## src/rtl/watchdog_timer_unit_pkg.sv

```systemverilog
package watchdog_timer_unit_pkg;

	// ----------------------------------------------------------------
	// Register addresses
	// ----------------------------------------------------------------
	localparam logic [7:0] ADDR_CLOCK_CONTROL_THREE = 8'h41;
	localparam logic [7:0] ADDR_WATCHDOG_CONTROL = 8'he1;
	localparam logic [7:0] ADDR_POWER_CONTROL_ONE = 8'h97;
	localparam logic [7:0] ADDR_SYSTEM_FLAG_IRQ_ENABLES = 8'h8e;

	// ----------------------------------------------------------------
	// Reset values
	// ----------------------------------------------------------------
	localparam logic [7:0] RST_CLOCK_CONTROL_THREE = 8'h00;
	localparam logic [7:0] RST_WATCHDOG_CONTROL = 8'h07;

	// ----------------------------------------------------------------
	// Field positions, watchdog_control
	// ----------------------------------------------------------------
	localparam int WC_OVERFLOW_RESET_ENABLE = 7;
	localparam int WC_NONSTOP_COUNT = 6;
	localparam int WC_DOG_RUN_ENABLE = 5;
	localparam int WC_COUNTER_CLEAR = 4;
	localparam int WC_IDLE_COUNT_ENABLE = 3;
	localparam int WC_PRESCALE_SEL_HI = 2;
	localparam int WC_PRESCALE_SEL_LO = 0;
	// Bits 7..5: write-one-only outside the privileged page
	localparam logic [7:0] WC_SET_ONCE_MASK = 8'he0;
	localparam logic [7:0] WC_PLAIN_MASK = 8'h0f;

	// ----------------------------------------------------------------
	// Field positions, clock_control_three
	// ----------------------------------------------------------------
	localparam int CC3_CLOCK_SOURCE_HI = 7;
	localparam int CC3_CLOCK_SOURCE_LO = 6;
	localparam int CC3_OVERFLOW_SOURCE_SEL = 4;
	localparam logic [7:0] CC3_WRITABLE_MASK = 8'hfc;

	// Flag and enable bit positions
	localparam int PC1_DOG_OVERFLOW_FLAG = 0;
	localparam int SYSTEM_FLAG_IRQ_ENABLES_DOG_FLAG_IRQ_ENABLE = 0;

	// ----------------------------------------------------------------
	// Clock source codes
	// ----------------------------------------------------------------
	typedef enum logic [1:0] {
		SRC_SLOW_OSC = 2'h0,
		SRC_EXTERNAL = 2'h1,
		SRC_SYSTEM_CLK_DIV12 = 2'h2,
		SRC_RESERVED = 2'h3
	} clock_source_e;

	localparam logic [3:0] SYSTEM_CLK_DIVIDE = 4'hc;
	localparam logic [3:0] SYSTEM_CLK_DIVIDE_LAST = SYSTEM_CLK_DIVIDE - 4'h1;

	// ----------------------------------------------------------------
	// Timing figures
	// ----------------------------------------------------------------
	localparam int SLOW_OSC_KHZ = 32;
	localparam int PERIOD_MIN_MS = 16;
	localparam int PERIOD_MAX_MS = 2048;
	localparam int SLOW_PATH_LATENCY_US = 120;
	localparam int LATENCY_MARGIN_BELOW_MS = 12;

endpackage : watchdog_timer_unit_pkg

```

## src/rtl/watchdog_timer_unit.sv

```systemverilog
module watchdog_timer_unit
	import watchdog_timer_unit_pkg::*;
(
	input wire logic clk_in,
	input wire logic rst_n_in,
	input wire logic clk_en_in,
	input wire logic sys_reset_in,
	input wire logic [7:0] sfr_addr_in,
	input wire logic sfr_wr_in,
	input wire logic sfr_rd_in,
	input wire logic [7:0] sfr_wdata_in,
	input wire logic page_p_in,
	input wire logic system_flag_irq_enable_in,
	input wire logic slow_internal_osc_in,
	input wire logic external_clock_in,
	input wire logic idle_mode_in,
	input wire logic power_down_in,
	input wire logic nonstop_hw_option_in,
	input wire logic reset_enable_hw_option_in,
	output logic [7:0] sfr_rdata_out,
	output logic irq_out,
	output logic system_reset_out,
	output logic wakeup_out
);

	localparam int SYNC_CHANNELS = 2;

	// ----------------------------------------------------------------
	// Registers
	// ----------------------------------------------------------------
	logic [7:0] watchdog_control, clock_control_three, prescaler, counter;
	logic dog_overflow_flag, dog_flag_irq_enable, options_loaded;
	logic [3:0] system_clk_div;
	logic wr_control, wr_clock_three, wr_flags, wr_irq_enables, counter_clear;
	logic [7:0] next_control, read_mux, prescale_mask;
	logic [SYNC_CHANNELS-1:0] pin_raw, sync_a, sync_b, sync_c, pin_level, pin_rise;
	logic [1:0] source_sel;
	logic source_tick, count_allowed, prescale_tick, overflow_event;

	assign wr_control = sfr_wr_in && (sfr_addr_in == ADDR_WATCHDOG_CONTROL);
	assign wr_clock_three = sfr_wr_in && page_p_in
		&& (sfr_addr_in == ADDR_CLOCK_CONTROL_THREE);
	assign wr_flags = sfr_wr_in && (sfr_addr_in == ADDR_POWER_CONTROL_ONE);
	assign wr_irq_enables = sfr_wr_in && (sfr_addr_in == ADDR_SYSTEM_FLAG_IRQ_ENABLES);
	assign counter_clear = wr_control && sfr_wdata_in[WC_COUNTER_CLEAR];
	assign source_sel = clock_control_three[CC3_CLOCK_SOURCE_HI:CC3_CLOCK_SOURCE_LO];

	// ----------------------------------------------------------------
	// Control register write
	// ----------------------------------------------------------------
	always_comb
	begin
		// Run, non-stop and reset enable only clear through the privileged page
		if (page_p_in)
			next_control = sfr_wdata_in & ~(8'h01 << WC_COUNTER_CLEAR);
		else
			next_control = (watchdog_control & WC_SET_ONCE_MASK)
				| (sfr_wdata_in & WC_SET_ONCE_MASK)
				| (sfr_wdata_in & WC_PLAIN_MASK);
	end

	// Only rst_n_in (power-on) reaches this register; system resets do not
	always_ff @(posedge clk_in or negedge rst_n_in)
	begin
		if (!rst_n_in)
		begin
			watchdog_control <= RST_WATCHDOG_CONTROL;
			options_loaded <= 1'b0;
		end
		else if (clk_en_in)
		begin
			if (!options_loaded)
			begin
				// Straps are taken after release, never under the reset itself
				options_loaded <= 1'b1;
				watchdog_control[WC_OVERFLOW_RESET_ENABLE] <= reset_enable_hw_option_in;
				watchdog_control[WC_NONSTOP_COUNT] <= nonstop_hw_option_in;
			end
			else if (wr_control)
				watchdog_control <= next_control;
		end
	end

	// Clock source defaults to the slow oscillator
	always_ff @(posedge clk_in or negedge rst_n_in)
	begin
		if (!rst_n_in)
			clock_control_three <= RST_CLOCK_CONTROL_THREE;
		else if (clk_en_in && wr_clock_three)
			clock_control_three <= sfr_wdata_in & CC3_WRITABLE_MASK;
	end

	always_ff @(posedge clk_in or negedge rst_n_in)
	begin
		if (!rst_n_in)
			dog_flag_irq_enable <= 1'b0;
		else if (clk_en_in && wr_irq_enables)
			dog_flag_irq_enable <= sfr_wdata_in[SYSTEM_FLAG_IRQ_ENABLES_DOG_FLAG_IRQ_ENABLE];
	end

	// ----------------------------------------------------------------
	// Pin synchronisers
	// ----------------------------------------------------------------
	assign pin_raw = {external_clock_in, slow_internal_osc_in};

	// Three stages plus agreement filter cost roughly four system clocks
	// of delay on the slow path, well inside its 120 us budget
	generate
		for (genvar i = 0; i < SYNC_CHANNELS; i++)
		begin : g_sync
			always_ff @(posedge clk_in or negedge rst_n_in)
			begin
				if (!rst_n_in)
				begin
					sync_a[i] <= 1'b0;
					sync_b[i] <= 1'b0;
					sync_c[i] <= 1'b0;
					pin_level[i] <= 1'b0;
					pin_rise[i] <= 1'b0;
				end
				else if (clk_en_in)
				begin
					sync_a[i] <= pin_raw[i];
					sync_b[i] <= sync_a[i];
					sync_c[i] <= sync_b[i];
					pin_rise[i] <= 1'b0;
					if ((sync_b[i] == sync_c[i]) && (sync_c[i] != pin_level[i]))
					begin
						pin_level[i] <= sync_c[i];
						pin_rise[i] <= sync_c[i];
					end
				end
			end
		end
	endgenerate

	// ----------------------------------------------------------------
	// Source select and gating
	// ----------------------------------------------------------------
	always_ff @(posedge clk_in or negedge rst_n_in)
	begin
		if (!rst_n_in)
			system_clk_div <= 4'h0;
		else if (clk_en_in)
			system_clk_div <= (system_clk_div == SYSTEM_CLK_DIVIDE_LAST) ? 4'h0 : system_clk_div + 4'h1;
	end

	always_comb
	begin
		case (source_sel)
			SRC_SLOW_OSC: source_tick = pin_rise[0];
			SRC_EXTERNAL: source_tick = pin_rise[1];
			SRC_SYSTEM_CLK_DIV12: source_tick = (system_clk_div == SYSTEM_CLK_DIVIDE_LAST);
			default: source_tick = 1'b0;
		endcase
	end

	always_comb
	begin
		count_allowed = watchdog_control[WC_DOG_RUN_ENABLE];
		if (power_down_in)
		begin
			// Watch mode needs a clock that survives power-down
			count_allowed = count_allowed && watchdog_control[WC_NONSTOP_COUNT]
				&& ((source_sel == SRC_SLOW_OSC) || (source_sel == SRC_EXTERNAL));
		end
		else if (idle_mode_in)
		begin
			count_allowed = count_allowed && (watchdog_control[WC_IDLE_COUNT_ENABLE]
				|| nonstop_hw_option_in);
		end
	end

	// ----------------------------------------------------------------
	// Prescaler and counter
	// ----------------------------------------------------------------
	assign prescale_mask = 8'((9'h002 << watchdog_control[WC_PRESCALE_SEL_HI:WC_PRESCALE_SEL_LO])
		- 9'h001);
	assign prescale_tick = source_tick && count_allowed
		&& ((prescaler & prescale_mask) == prescale_mask);
	assign overflow_event = prescale_tick
		&& (clock_control_three[CC3_OVERFLOW_SOURCE_SEL] ? counter[0]
		: (counter == 8'hff));

	always_ff @(posedge clk_in or negedge rst_n_in)
	begin
		if (!rst_n_in)
		begin
			prescaler <= 8'h00;
			counter <= 8'h00;
		end
		else if (clk_en_in)
		begin
			if (counter_clear || sys_reset_in)
			begin
				prescaler <= 8'h00;
				counter <= 8'h00;
			end
			else if (source_tick && count_allowed)
			begin
				prescaler <= prescaler + 8'h01;
				if (prescale_tick)
					counter <= counter + 8'h01;
			end
		end
	end

	// ----------------------------------------------------------------
	// Flag, interrupt, reset and wake
	// ----------------------------------------------------------------
	// A fresh overflow beats a clear in the same cycle
	always_ff @(posedge clk_in or negedge rst_n_in)
	begin
		if (!rst_n_in)
			dog_overflow_flag <= 1'b0;
		else if (clk_en_in && overflow_event)
			dog_overflow_flag <= 1'b1;
		else if (clk_en_in && wr_flags && sfr_wdata_in[PC1_DOG_OVERFLOW_FLAG])
			dog_overflow_flag <= 1'b0;
	end

	always_ff @(posedge clk_in or negedge rst_n_in)
	begin
		if (!rst_n_in)
			irq_out <= 1'b0;
		else if (clk_en_in)
			irq_out <= dog_overflow_flag && dog_flag_irq_enable
				&& system_flag_irq_enable_in;
	end

	always_ff @(posedge clk_in or negedge rst_n_in)
	begin
		if (!rst_n_in)
		begin
			system_reset_out <= 1'b0;
			wakeup_out <= 1'b0;
		end
		else if (clk_en_in)
		begin
			system_reset_out <= overflow_event
				&& watchdog_control[WC_OVERFLOW_RESET_ENABLE];
			wakeup_out <= overflow_event && power_down_in;
		end
	end

	// ----------------------------------------------------------------
	// Read port
	// ----------------------------------------------------------------
	always_comb
	begin
		case (sfr_addr_in)
			ADDR_WATCHDOG_CONTROL: read_mux = watchdog_control;
			ADDR_CLOCK_CONTROL_THREE: read_mux = clock_control_three;
			ADDR_POWER_CONTROL_ONE: read_mux = {7'h00, dog_overflow_flag};
			ADDR_SYSTEM_FLAG_IRQ_ENABLES: read_mux = {7'h00, dog_flag_irq_enable};
			default: read_mux = 8'h00;
		endcase
	end

	always_ff @(posedge clk_in or negedge rst_n_in)
	begin
		if (!rst_n_in)
			sfr_rdata_out <= 8'h00;
		else if (clk_en_in && sfr_rd_in)
			sfr_rdata_out <= read_mux;
	end

	// ----------------------------------------------------------------
	// Checks
	// ----------------------------------------------------------------
	property p_clear_zeroes;
		@(posedge clk_in) disable iff (!rst_n_in)
		clk_en_in && (counter_clear || sys_reset_in)
		|=> (counter == 8'h00) && (prescaler == 8'h00);
	endproperty
	a_clear_zeroes: assert property (p_clear_zeroes)
		else $error("counter not zeroed by clear write");

	property p_run_sticks;
		@(posedge clk_in) disable iff (!rst_n_in)
		watchdog_control[WC_DOG_RUN_ENABLE] && !(clk_en_in && wr_control && page_p_in)
		|=> watchdog_control[WC_DOG_RUN_ENABLE];
	endproperty
	a_run_sticks: assert property (p_run_sticks)
		else $error("run enable cleared outside privileged page");

	property p_set_once;
		@(posedge clk_in) disable iff (!rst_n_in)
		clk_en_in && options_loaded && wr_control && !page_p_in
		|=> (watchdog_control & WC_SET_ONCE_MASK)
		== (($past(watchdog_control) | $past(sfr_wdata_in)) & WC_SET_ONCE_MASK);
	endproperty
	a_set_once: assert property (p_set_once)
		else $error("set-once bits wrong after normal write");

	property p_flag_set;
		@(posedge clk_in) disable iff (!rst_n_in)
		clk_en_in && overflow_event |=> dog_overflow_flag;
	endproperty
	a_flag_set: assert property (p_flag_set)
		else $error("overflow did not set flag");

	property p_irq_gate;
		@(posedge clk_in) disable iff (!rst_n_in)
		clk_en_in && !system_flag_irq_enable_in |=> !irq_out;
	endproperty
	a_irq_gate: assert property (p_irq_gate)
		else $error("interrupt without system flag enable");

	property p_reset_on_overflow;
		@(posedge clk_in) disable iff (!rst_n_in)
		clk_en_in && overflow_event && watchdog_control[WC_OVERFLOW_RESET_ENABLE]
		|=> system_reset_out ##1 (!system_reset_out || !$past(clk_en_in)
		|| $past(overflow_event));
	endproperty
	a_reset_on_overflow: assert property (p_reset_on_overflow)
		else $error("overflow reset pulse wrong");

	property p_pd_halt;
		@(posedge clk_in) disable iff (!rst_n_in)
		clk_en_in && power_down_in && !watchdog_control[WC_NONSTOP_COUNT] && !counter_clear
		&& !sys_reset_in |=> $stable(counter);
	endproperty
	a_pd_halt: assert property (p_pd_halt)
		else $error("counter moved in power-down without non-stop");

	property p_idle_halt;
		@(posedge clk_in) disable iff (!rst_n_in)
		clk_en_in && idle_mode_in && !power_down_in && !nonstop_hw_option_in
		&& !watchdog_control[WC_IDLE_COUNT_ENABLE] && !counter_clear && !sys_reset_in
		|=> $stable(counter) && $stable(prescaler);
	endproperty
	a_idle_halt: assert property (p_idle_halt)
		else $error("counter moved in idle without idle count");

	property p_div12;
		@(posedge clk_in) disable iff (!rst_n_in)
		clk_en_in && source_tick && (source_sel == SRC_SYSTEM_CLK_DIV12)
		|=> !(clk_en_in && source_tick && (source_sel == SRC_SYSTEM_CLK_DIV12));
	endproperty
	a_div12: assert property (p_div12)
		else $error("divide-by-12 tick repeated");

endmodule : watchdog_timer_unit

```

## config.mk

```make
export PLATFORM = sky130hd
export DESIGN_NAME = watchdog_timer_unit
export DESIGN_NICKNAME = d
export VERILOG_FILES = /design/src/rtl/watchdog_timer_unit_pkg.sv /design/src/rtl/watchdog_timer_unit.sv
export SDC_FILE = /design/constraint.sdc
export NUM_CORES = 1
export LEC_CHECK = 0
export BUFFER_PORTS_ARGS = -buffer_cell sky130_fd_sc_hd__buf_2
export CAP_MARGIN = 10
export CORE_MARGIN = 2
export CORE_UTILIZATION = 57
export DETAILED_ROUTE_END_ITERATION = 16
export PLACE_DENSITY = 0.84
export SLEW_MARGIN = 5
export SYNTH_ARGS = -nofsm -noshare
export SYNTH_HDL_FRONTEND = slang
export SYNTH_SLANG_ARGS = --single-unit
```

## constraint.sdc

```tcl
create_clock -name clk_in -period 2.8 [get_ports clk_in]
set_clock_uncertainty 0.05 [all_clocks]
set_input_delay 0.28 -clock clk_in [delete_from_list [all_inputs] [get_ports clk_in]]
set_output_delay 0.28 -clock clk_in [all_outputs]
set_load 0.005 [all_outputs]
```

# After elaboration in Yosys (flattened, before gate mapping)
# Cells that the tools add are included.
[op_classes]
addsub = 4
eq_ne = 14
n_shift = 1
mux = 18
n_bitwise = 3
reduce_logical = 37
[op_table]
columns = ["op", "n"]
rows = [
  ["8-bit two-way mux", 7],
  ["8-bit equality test, second input constant", 4],
  ["8-bit case mux with 4 select lines", 1],
  ["1-bit logical AND", 24],
  ["8-bit by 1-bit adder with 8-bit output, second input constant", 2],
  ["8-bit AND", 1],
  ["8-bit by 7-bit equality test with 1-bit output, second input constant", 1],
  ["8-bit equality test", 1],
  ["8-bit by 4-bit bitwise OR with 8-bit output", 1],
  ["8-bit bitwise OR", 1],
  ["2-bit AND reduction", 4],
  ["2-bit by 3-bit left shift with 8-bit output, first input constant", 1],
  ["8-bit by 1-bit subtractor with 8-bit output, second input constant", 1],
  ["1-bit two-way mux", 7],
  ["3-bit AND reduction", 2],
  ["2-bit nonzero test", 3],
  ["4-bit by 1-bit adder with 4-bit output, second input constant", 1],
  ["4-bit equality test, second input constant", 1],
  ["4-bit two-way mux", 1],
  ["1-bit logical OR", 3],
  ["1-bit case mux with 3 select lines", 1],
  ["1-bit equality test", 2],
  ["2-bit by 1-bit equality test with 1-bit output, second input constant", 1],
  ["2-bit equality test, second input constant", 1],
  ["other kinds (4)", 5],
]
[totals]
regBits = 58
inputBits = 30
out_inout_bits = 11

# Depth between registers and ports, before layout
# Gate-level depths: netlist (run 1).
[logic_depth]
word_depth = 9
mapped_depth = 6
ltp_nobuf = 6

# Worst setup path after synthesis (run 1)
# Ideal clock, no wire load.
[synth_timing]
kind = "register to register"
start = "register clock_control_three[6]"
end = "register counter[7]"
t_arrival_ns = 2.070
slack_ns = 0.602
path_stages_with_launch = 6
synth_period_minus_slack_ns = 2.198
cell_sequence = "dfrtp_1 or3b_1 o22a_2 or4_4 or4_1 a21oi_1"
[synth_via]
elab_chain_cells = 8
[synth_rtl]
columns = ["item", "line_no", "source"]
rows = [
  ["from (decl)", "watchdog_timer_unit.sv:31", "logic [7:0] watchdog_control, clock_control_three, prescaler, counter;"],
  ["from (signal assigned)", "watchdog_timer_unit.sv:90", "clock_control_three <= sfr_wdata_in & CC3_WRITABLE_MASK;"],
  ["2-bit by 1-bit equality test with 1-bit output / 2-bit zero test (equally long branches)", "watchdog_timer_unit.sv:150, watchdog_timer_unit.sv:165", ""],
  ["1-bit logical OR", "watchdog_timer_unit.sv:165", "&& ((source_sel == SRC_SLOW_OSC) || (source_sel == SRC_EXTERNAL));"],
  ["1-bit logical AND", "watchdog_timer_unit.sv:165", ""],
  ["1-bit two-way mux", "watchdog_timer_unit.sv:161", "if (power_down_in)"],
  ["1-bit logical AND *", "watchdog_timer_unit.sv:179, watchdog_timer_unit.sv:199", ""],
  ["1-bit logical AND", "watchdog_timer_unit.sv:180", "&& ((prescaler & prescale_mask) == prescale_mask);"],
  ["2-bit nonzero test (no source line)", "--", ""],
  ["3-bit AND reduction (no source line) *", "--", ""],
  ["to (signal assigned)", "watchdog_timer_unit.sv:203", "counter <= counter + 8'h01;"],
  ["to (decl)", "watchdog_timer_unit.sv:31", ""],
]
# Every way passes the cells marked *; elsewhere a longest branch is shown, timed or not.
# A chain may end at the register's enable or synchronous reset.

# Final worst setup path (run 1)
# Ends and elaborated chain as after synthesis.

==> results.cfg, run 1 <==
[clock_tree]
postCtsSetupBuffers = 0
cts_resized = 0
worstSkewPairLatency_ps = 340
clock_sinks = 57
cts-buffers-inserted = 9
root_buffer = clkbuf_8
clkTransAtPathRegs_ps = 70
cts_tree = done
cts_max_path_buffers = 2
cts.htree.levels = 3

[critical_path]
critPathArrivalTime_ps = 2540
startpoint_type = flip-flop
path_cells = or3b_1, o22a_2, or4_4, or4_1, a21oi_1
reg2reg_depth = 5
worstSetupEndpointType = flip-flop
cp_num_buf_inv = 0
crit_type = reg2reg
crit_slowest_cell = or4_4
worst-r2r-setup-slack_ps = 470
critPathTopFamily = simple AND/OR/NAND/NOR gates
worstPathMaxFanout = 7
slowest_delay_ps = 530
r2r_start = clock_control_three[6]
cp.required_ps = 3020
r2r-end = counter[7]

[finish]
antenna_cells = 0
layout-area-overhead-vs-synth_pct = 17.6
layout-drive-gt1-share_pct = 25.8
most-common-layout-cells = dfrtp_1, buf_2, nand2_1
nets = 358
final_common_cell = dfrtp_1

[synthesis]
async_flop_share_pct = 100
synth_warnings = 0
synth_edf_count = 0
ys.flop_type = dfrtp_1
synth_fp_nets = 310
synth-seq-area-share_pct = 50.7
syn_area_sq_um = 2820
syn_inst = 277
synth.distinct_cells = 50
ys_seq_elements = 57
synth.avg_cell_area_sq_um = 10.2

[job]
drv_cap = 0

[min_path]
hp-class = in2reg
worstHoldStart = external_clock_in
holdPathStages = 2
hold_path_end = sync_a[1]

[timing]
finalMaxSlewViolations = 0
fmax_mhz = 430
setup_viol = 0
setup_tns_ps = 0
period_minus_slack_ps = 2330
rsz0062_at_grt = no
fin_crit_sh_pct = 83.1
max_slew_margin_pct = 59.9
worst_pin_slew_ps = 600
hold_violations = 0

[floorplan]
die_w_um = 74.3
core_area_sq_um = 4750
die_y_um = 74.3
pin_count = 41
row_count = 25
initial_core_util_pct = 59.3
die_area_sq_um = 5530

[global_route]
antenna_found_initial = 0
grt_pass1_wl_mm = 9.88
grt_pass1_vias = 2173
overflow = 0
grt_max_degree = 34
track_usage_pct = 24.0

[placement]
gp_congestion = 0.844
portBuffers = 40
hpwl_mm = 4.44

[power_and_ir_drop]
vdd_drop_max_uv = 492
total_leakage_power_uw = 0.00146
powerDensity_nw_per_um2 = 577
p_total_uw = 1910

[drt]
drc = 0
wire_per_inst_um = 15.8
ant_nets = 0
vias = 2371
wl_mm = 6.25
dr.pass1.iters = 4
dr.first_iter.drc_count = 115
vias_per_cell = 5.97

[outcome]
status = finished clean
-- kinds of logic after synthesis --
kind of cell	count (synthesis)	share of synthesized area (%)
AOI/OAI and AO/OA	57	13.7
xor gates and xnor gates	7	2.17
adders and majority gates	3	1.33
buffers and inverters	19	2.53
DFF	57	50.7
muxes	23	8.92
and+or+nand+nor	111	20.6
-- metal layers --
layer | vias to the layer above | track usage (%) | share of wire, %
met5 | - | 0 | 0
met4 | 0 | 7.74 | 1.8
met3 | 12 | 7.86 | 6.6
met2 | 85 | 38.6 | 49
met1 | 1161 | 31.1 | 42
li1 | 1113 | - | -
-- report_power, final --
part / internal [uW] / switching [uW] / leakage (uW)
registers: 887 / 54.9 / 0.000750
logic: 98.9 / 115 / 0.000605
clock network: 428 / 331 / 0.000102
-- worst max-delay path by stage --
stage | start | endpoint | cells past startpoint
6_report | clock_control_three[6] | counter[7] | 5
3_5_place_dp | clock_control_three[6] | counter[7] | 5
5_1_grt | clock_control_three[6] | counter[1] | 5
2_1_floorplan | clock_control_three[6] | counter[7] | 5
4_1_cts | clock_control_three[6] | counter[7] | 5
3_3_place_gp | clock_control_three[6] | counter[7] | 5
-- state kept, by name, indices dropped and copies added (netlist names), 2 cells and up --
signal	flops
system_clk_div	4
sfr_rdata_out	8
prescaler	8
sync_a	2
sync_b	2
pin_level	2
sync_c	2
counter	8
clock_control_three	6
pin_rise	2
watchdog_control	7
-- layout make-up --
cell class,instances,area [sq um]
inverter,9,33.8
multi-input combinational,201,1320
sequential,57,1430
clock buffer,10,138
clock inverter,6,57.6
tap,67,83.8
fill,361,1440
timing repair buffer,47,255
-- synth_stat cells (all sizes together) (2+ instances only) --
cell     count  area, sq um
or3          2         12.5
buf          2         7.51
a22oi        5         37.5
o31ai        4         30.0
inv          9         33.8
o41ai        2         17.5
a21oi        5         25.0
o21ai       21          105
mux2i        6         60.1
a22o         2         17.5
nand3b       2         15.0
ha           3         37.5
and4         2         17.5
nor2        18         67.6
dfrtp       54         1350
and2         2         12.5
nand3       15         75.1
mux2        17          191
xor2         2         17.5
clkbuf       8         30.0
nor2b        2         12.5
xnor2        5         43.8
nor4         7         43.8
nand4        4         25.0
dfstp        3         78.8
o311ai       2         17.5
o2bb2ai      5         43.8
or4          3         26.3
nand2       34          128
a32o         2         20.0
nor3         4         20.0
nand2b       6         37.5
nand4b       3         26.3
-- stage by stage --
step	hold slack, ps	instance area [sq um]	cells	worst slack [ps]	util (%)
after global placement	243	3110	380	547	65.4
after floorplan	-65.6	2820	277	602	-
after CTS	114	3320	397	478	69.8
after global routing	124	3320	397	355	69.8
after detailed placement	242	3110	380	500	65.4
final	122	3320	397	474	69.8
-- repair_timing --
| item | in CTS | in global routing |
|---|---|---|
| endpoints found under the hold margin | 21 | 0 |
| setup endpoints to repair | 0 | 0 |
| hold buffers | 1 | 0 |
(Power assumes the default switching activity.)
==> inputs of run 2 (changes only) <==
ABC_AREA = 1   (was not set)
CORE_UTILIZATION = 52   (was 57)
PLACE_DENSITY = 0.8   (was 0.84)
clock period = 2.1 ns   (was 2.8 ns; I/O delays follow)
==> run 2 against run 1 <==
Cell area up 7.5%. Die area increased by 18%. Clock-buffer cell count decreased by 1. Highest routed layer unchanged. Largest cell class is now multi-input gates. First-iteration DRC count rose by 51%. Final cell count is 34% higher. Power is 39% higher.
==> results.cfg, run 2 <==
[floorplan]
initial_core_util_pct = 54.6
die_area_sq_um = 6520
die_w_um = 80.7
pin_count = 41
row_count = 27
die_y_um = 80.7
core_area_sq_um = 5610

[critical_path]
cp.required_ps = 2270
r2r-end = counter[5]
r2r_start = watchdog_control[1]
crit_type = reg2reg
worstPathMaxFanout = 9
critPathArrivalTime_ps = 1790
reg2reg_depth = 7
startpoint_type = flip-flop
worstSetupEndpointType = flip-flop
worst-r2r-setup-slack_ps = 490

[timing]
finalMaxSlewViolations = 0
setup_tns_ps = 0
period_minus_slack_ps = 1610
worst_pin_slew_ps = 701
fin_crit_sh_pct = 76.9
timing.hold.ws_ps = 26.4
max_slew_margin_pct = 53.2
setup_viol = 0
hold_violations = 0
fmax_mhz = 620
rsz0062_at_grt = no

[finish]
reg_top3 = counter (8), prescaler (8), sfr_rdata_out (8)
final_common_cell = nand2_1
nets = 486
layout-drive-gt1-share_pct = 17.9
most-common-layout-cells = nand2_1, dfrtp_1, inv_1, buf_2, nand3_1
antenna_cells = 0
finalInstanceArea_sq_um = 3570
layout-area-overhead-vs-synth_pct = 16.5

[clock_tree]
clock_sinks = 57
clkTransAtPathRegs_ps = 70
cts_max_path_buffers = 2
ctsHoldBuffers = 1
cts_resized = 0
cts_tree = done
worstSkewPairLatency_ps = 330
cts.htree.levels = 3
cts-buffers-inserted = 9
root_buffer = clkbuf_8
postCtsSetupBuffers = 0

[synthesis]
syn_inst = 404
synth_fp_nets = 437
synth_area_leaders = dfrtp_1, nand2_1, nand3_1
synth_warnings = 0
post-synth-top-area-cell = dfrtp_1
ys.flop_type = dfrtp_1
synth_edf_count = 0
synth.distinct_cells = 32
syn_area_sq_um = 3060
yosysMostFrequentCell = nand2_1
synth_top_area_share_pct = 44.1
async_flop_share_pct = 100
synthTopCellsByCount = nand2_1, dfrtp_1, inv_1, nand3_1, nor2_1
synth-seq-area-share_pct = 46.7
synth.avg_cell_area_sq_um = 7.58
ys_seq_elements = 57

[global_route]
grt_max_degree = 58
grt_pass1_wl_mm = 11.4
met3_usage_pct = 6.00
antenna_found_initial = 0
track_usage_pct = 22.9
grt_pass1_vias = 2619
top_usage_layer = met2
overflow = 0
grt_util_met2_pct = 36.5
met1_usage_pct = 29.7

[drt]
drc = 0
wl_mm = 6.62
dr.first_iter.drc_count = 174
dr.pass1.iters = 7
vias_per_cell = 5.17
vias = 2738
wire_per_inst_um = 12.5
ant_nets = 0

[power_and_ir_drop]
total_leakage_power_uw = 0.00187
p_total_uw = 2660
powerDensity_nw_per_um2 = 746
vdd_drop_max_uv = 600

[placement]
gp_congestion = 0.949
postPlaceCellArea_sq_um = 3340
portBuffers = 40
hpwl_mm = 4.77

[min_path]
holdPathStages = 3
hold_path_end = sync_a[1]
worstHoldStart = external_clock_in
hp-class = in2reg

[outcome]
status = finished clean

[job]
drv_cap = 0
-- run 2: routing by layer --
metal  up-vias  wire length, um
met5         -                0
met1      1254             3090
met3        13              356
met2        83             3060
met4         0              118
li1       1388                -
-- run 2: how the worst max path moves through the flow --
stage	from	to	slack, ps	cells after the start
after floorplan	system_clk_div[0]	prescaler[1]	670	10
after global placement	system_clk_div[0]	prescaler[6]	570	11
after detailed placement	sfr_addr_in[1]	counter[3]	540	10
after CTS	watchdog_control[1]	counter[5]	480	7
after global routing	system_clk_div[0]	prescaler[3]	360	11
final	watchdog_control[1]	counter[5]	490	7
-- run 2: where the power goes --
part	internal, uW	leakage, uW	switching (uW)	total, uW
clock network	667	0.000106	463	1130
registers	1180	0.000752	75.8	1260
logic	107	0.00101	167	274
total	1950	0.00187	706	2660
-- run 2: area by class of cell --
cell class | instances | area (sq um)
fillers | 512 | 2040
multi-input cells | 300 | 1450
flip-flops and latches | 57 | 1430
repair buffers | 43 | 225
inverters | 42 | 158
clock buffers | 9 | 124
clock inverters | 7 | 93.8
well taps | 72 | 90.1
-- run 2: worst max-delay path, stage by stage, from the launching register on --
cell	delay, ps
dfstp_2	610
nand3_1	90
o21ai_0	250
nor2_2	130
nand3_4	150
nand2_4	100
nand2_1	80
nand2_1	50
-- run 2: logic make-up (layout without fill, tap and decap cells) --
logic type	count (synthesis)	in the layout	synth area share, %
XOR/XNOR	9	9	2.57
AND/OR/NAND/NOR	252	252	36.9
buffers and inverters	47	101	6.09
flip-flops	57	57	46.7
AO/OA/AOI/OAI	36	36	6.50
adder cells (fa/ha/maj)	3	3	1.23
-- run 2: metrics by stage --
step | utilization [%] | worst slack, ps | instances
2_1_floorplan | - | 667 | 404
3_3_place_gp | 59.5 | 574 | 513
5_1_grt | 63.6 | 362 | 530
6_report | 63.6 | 486 | 530
3_5_place_dp | 59.5 | 541 | 513
4_1_cts | 63.6 | 480 | 530
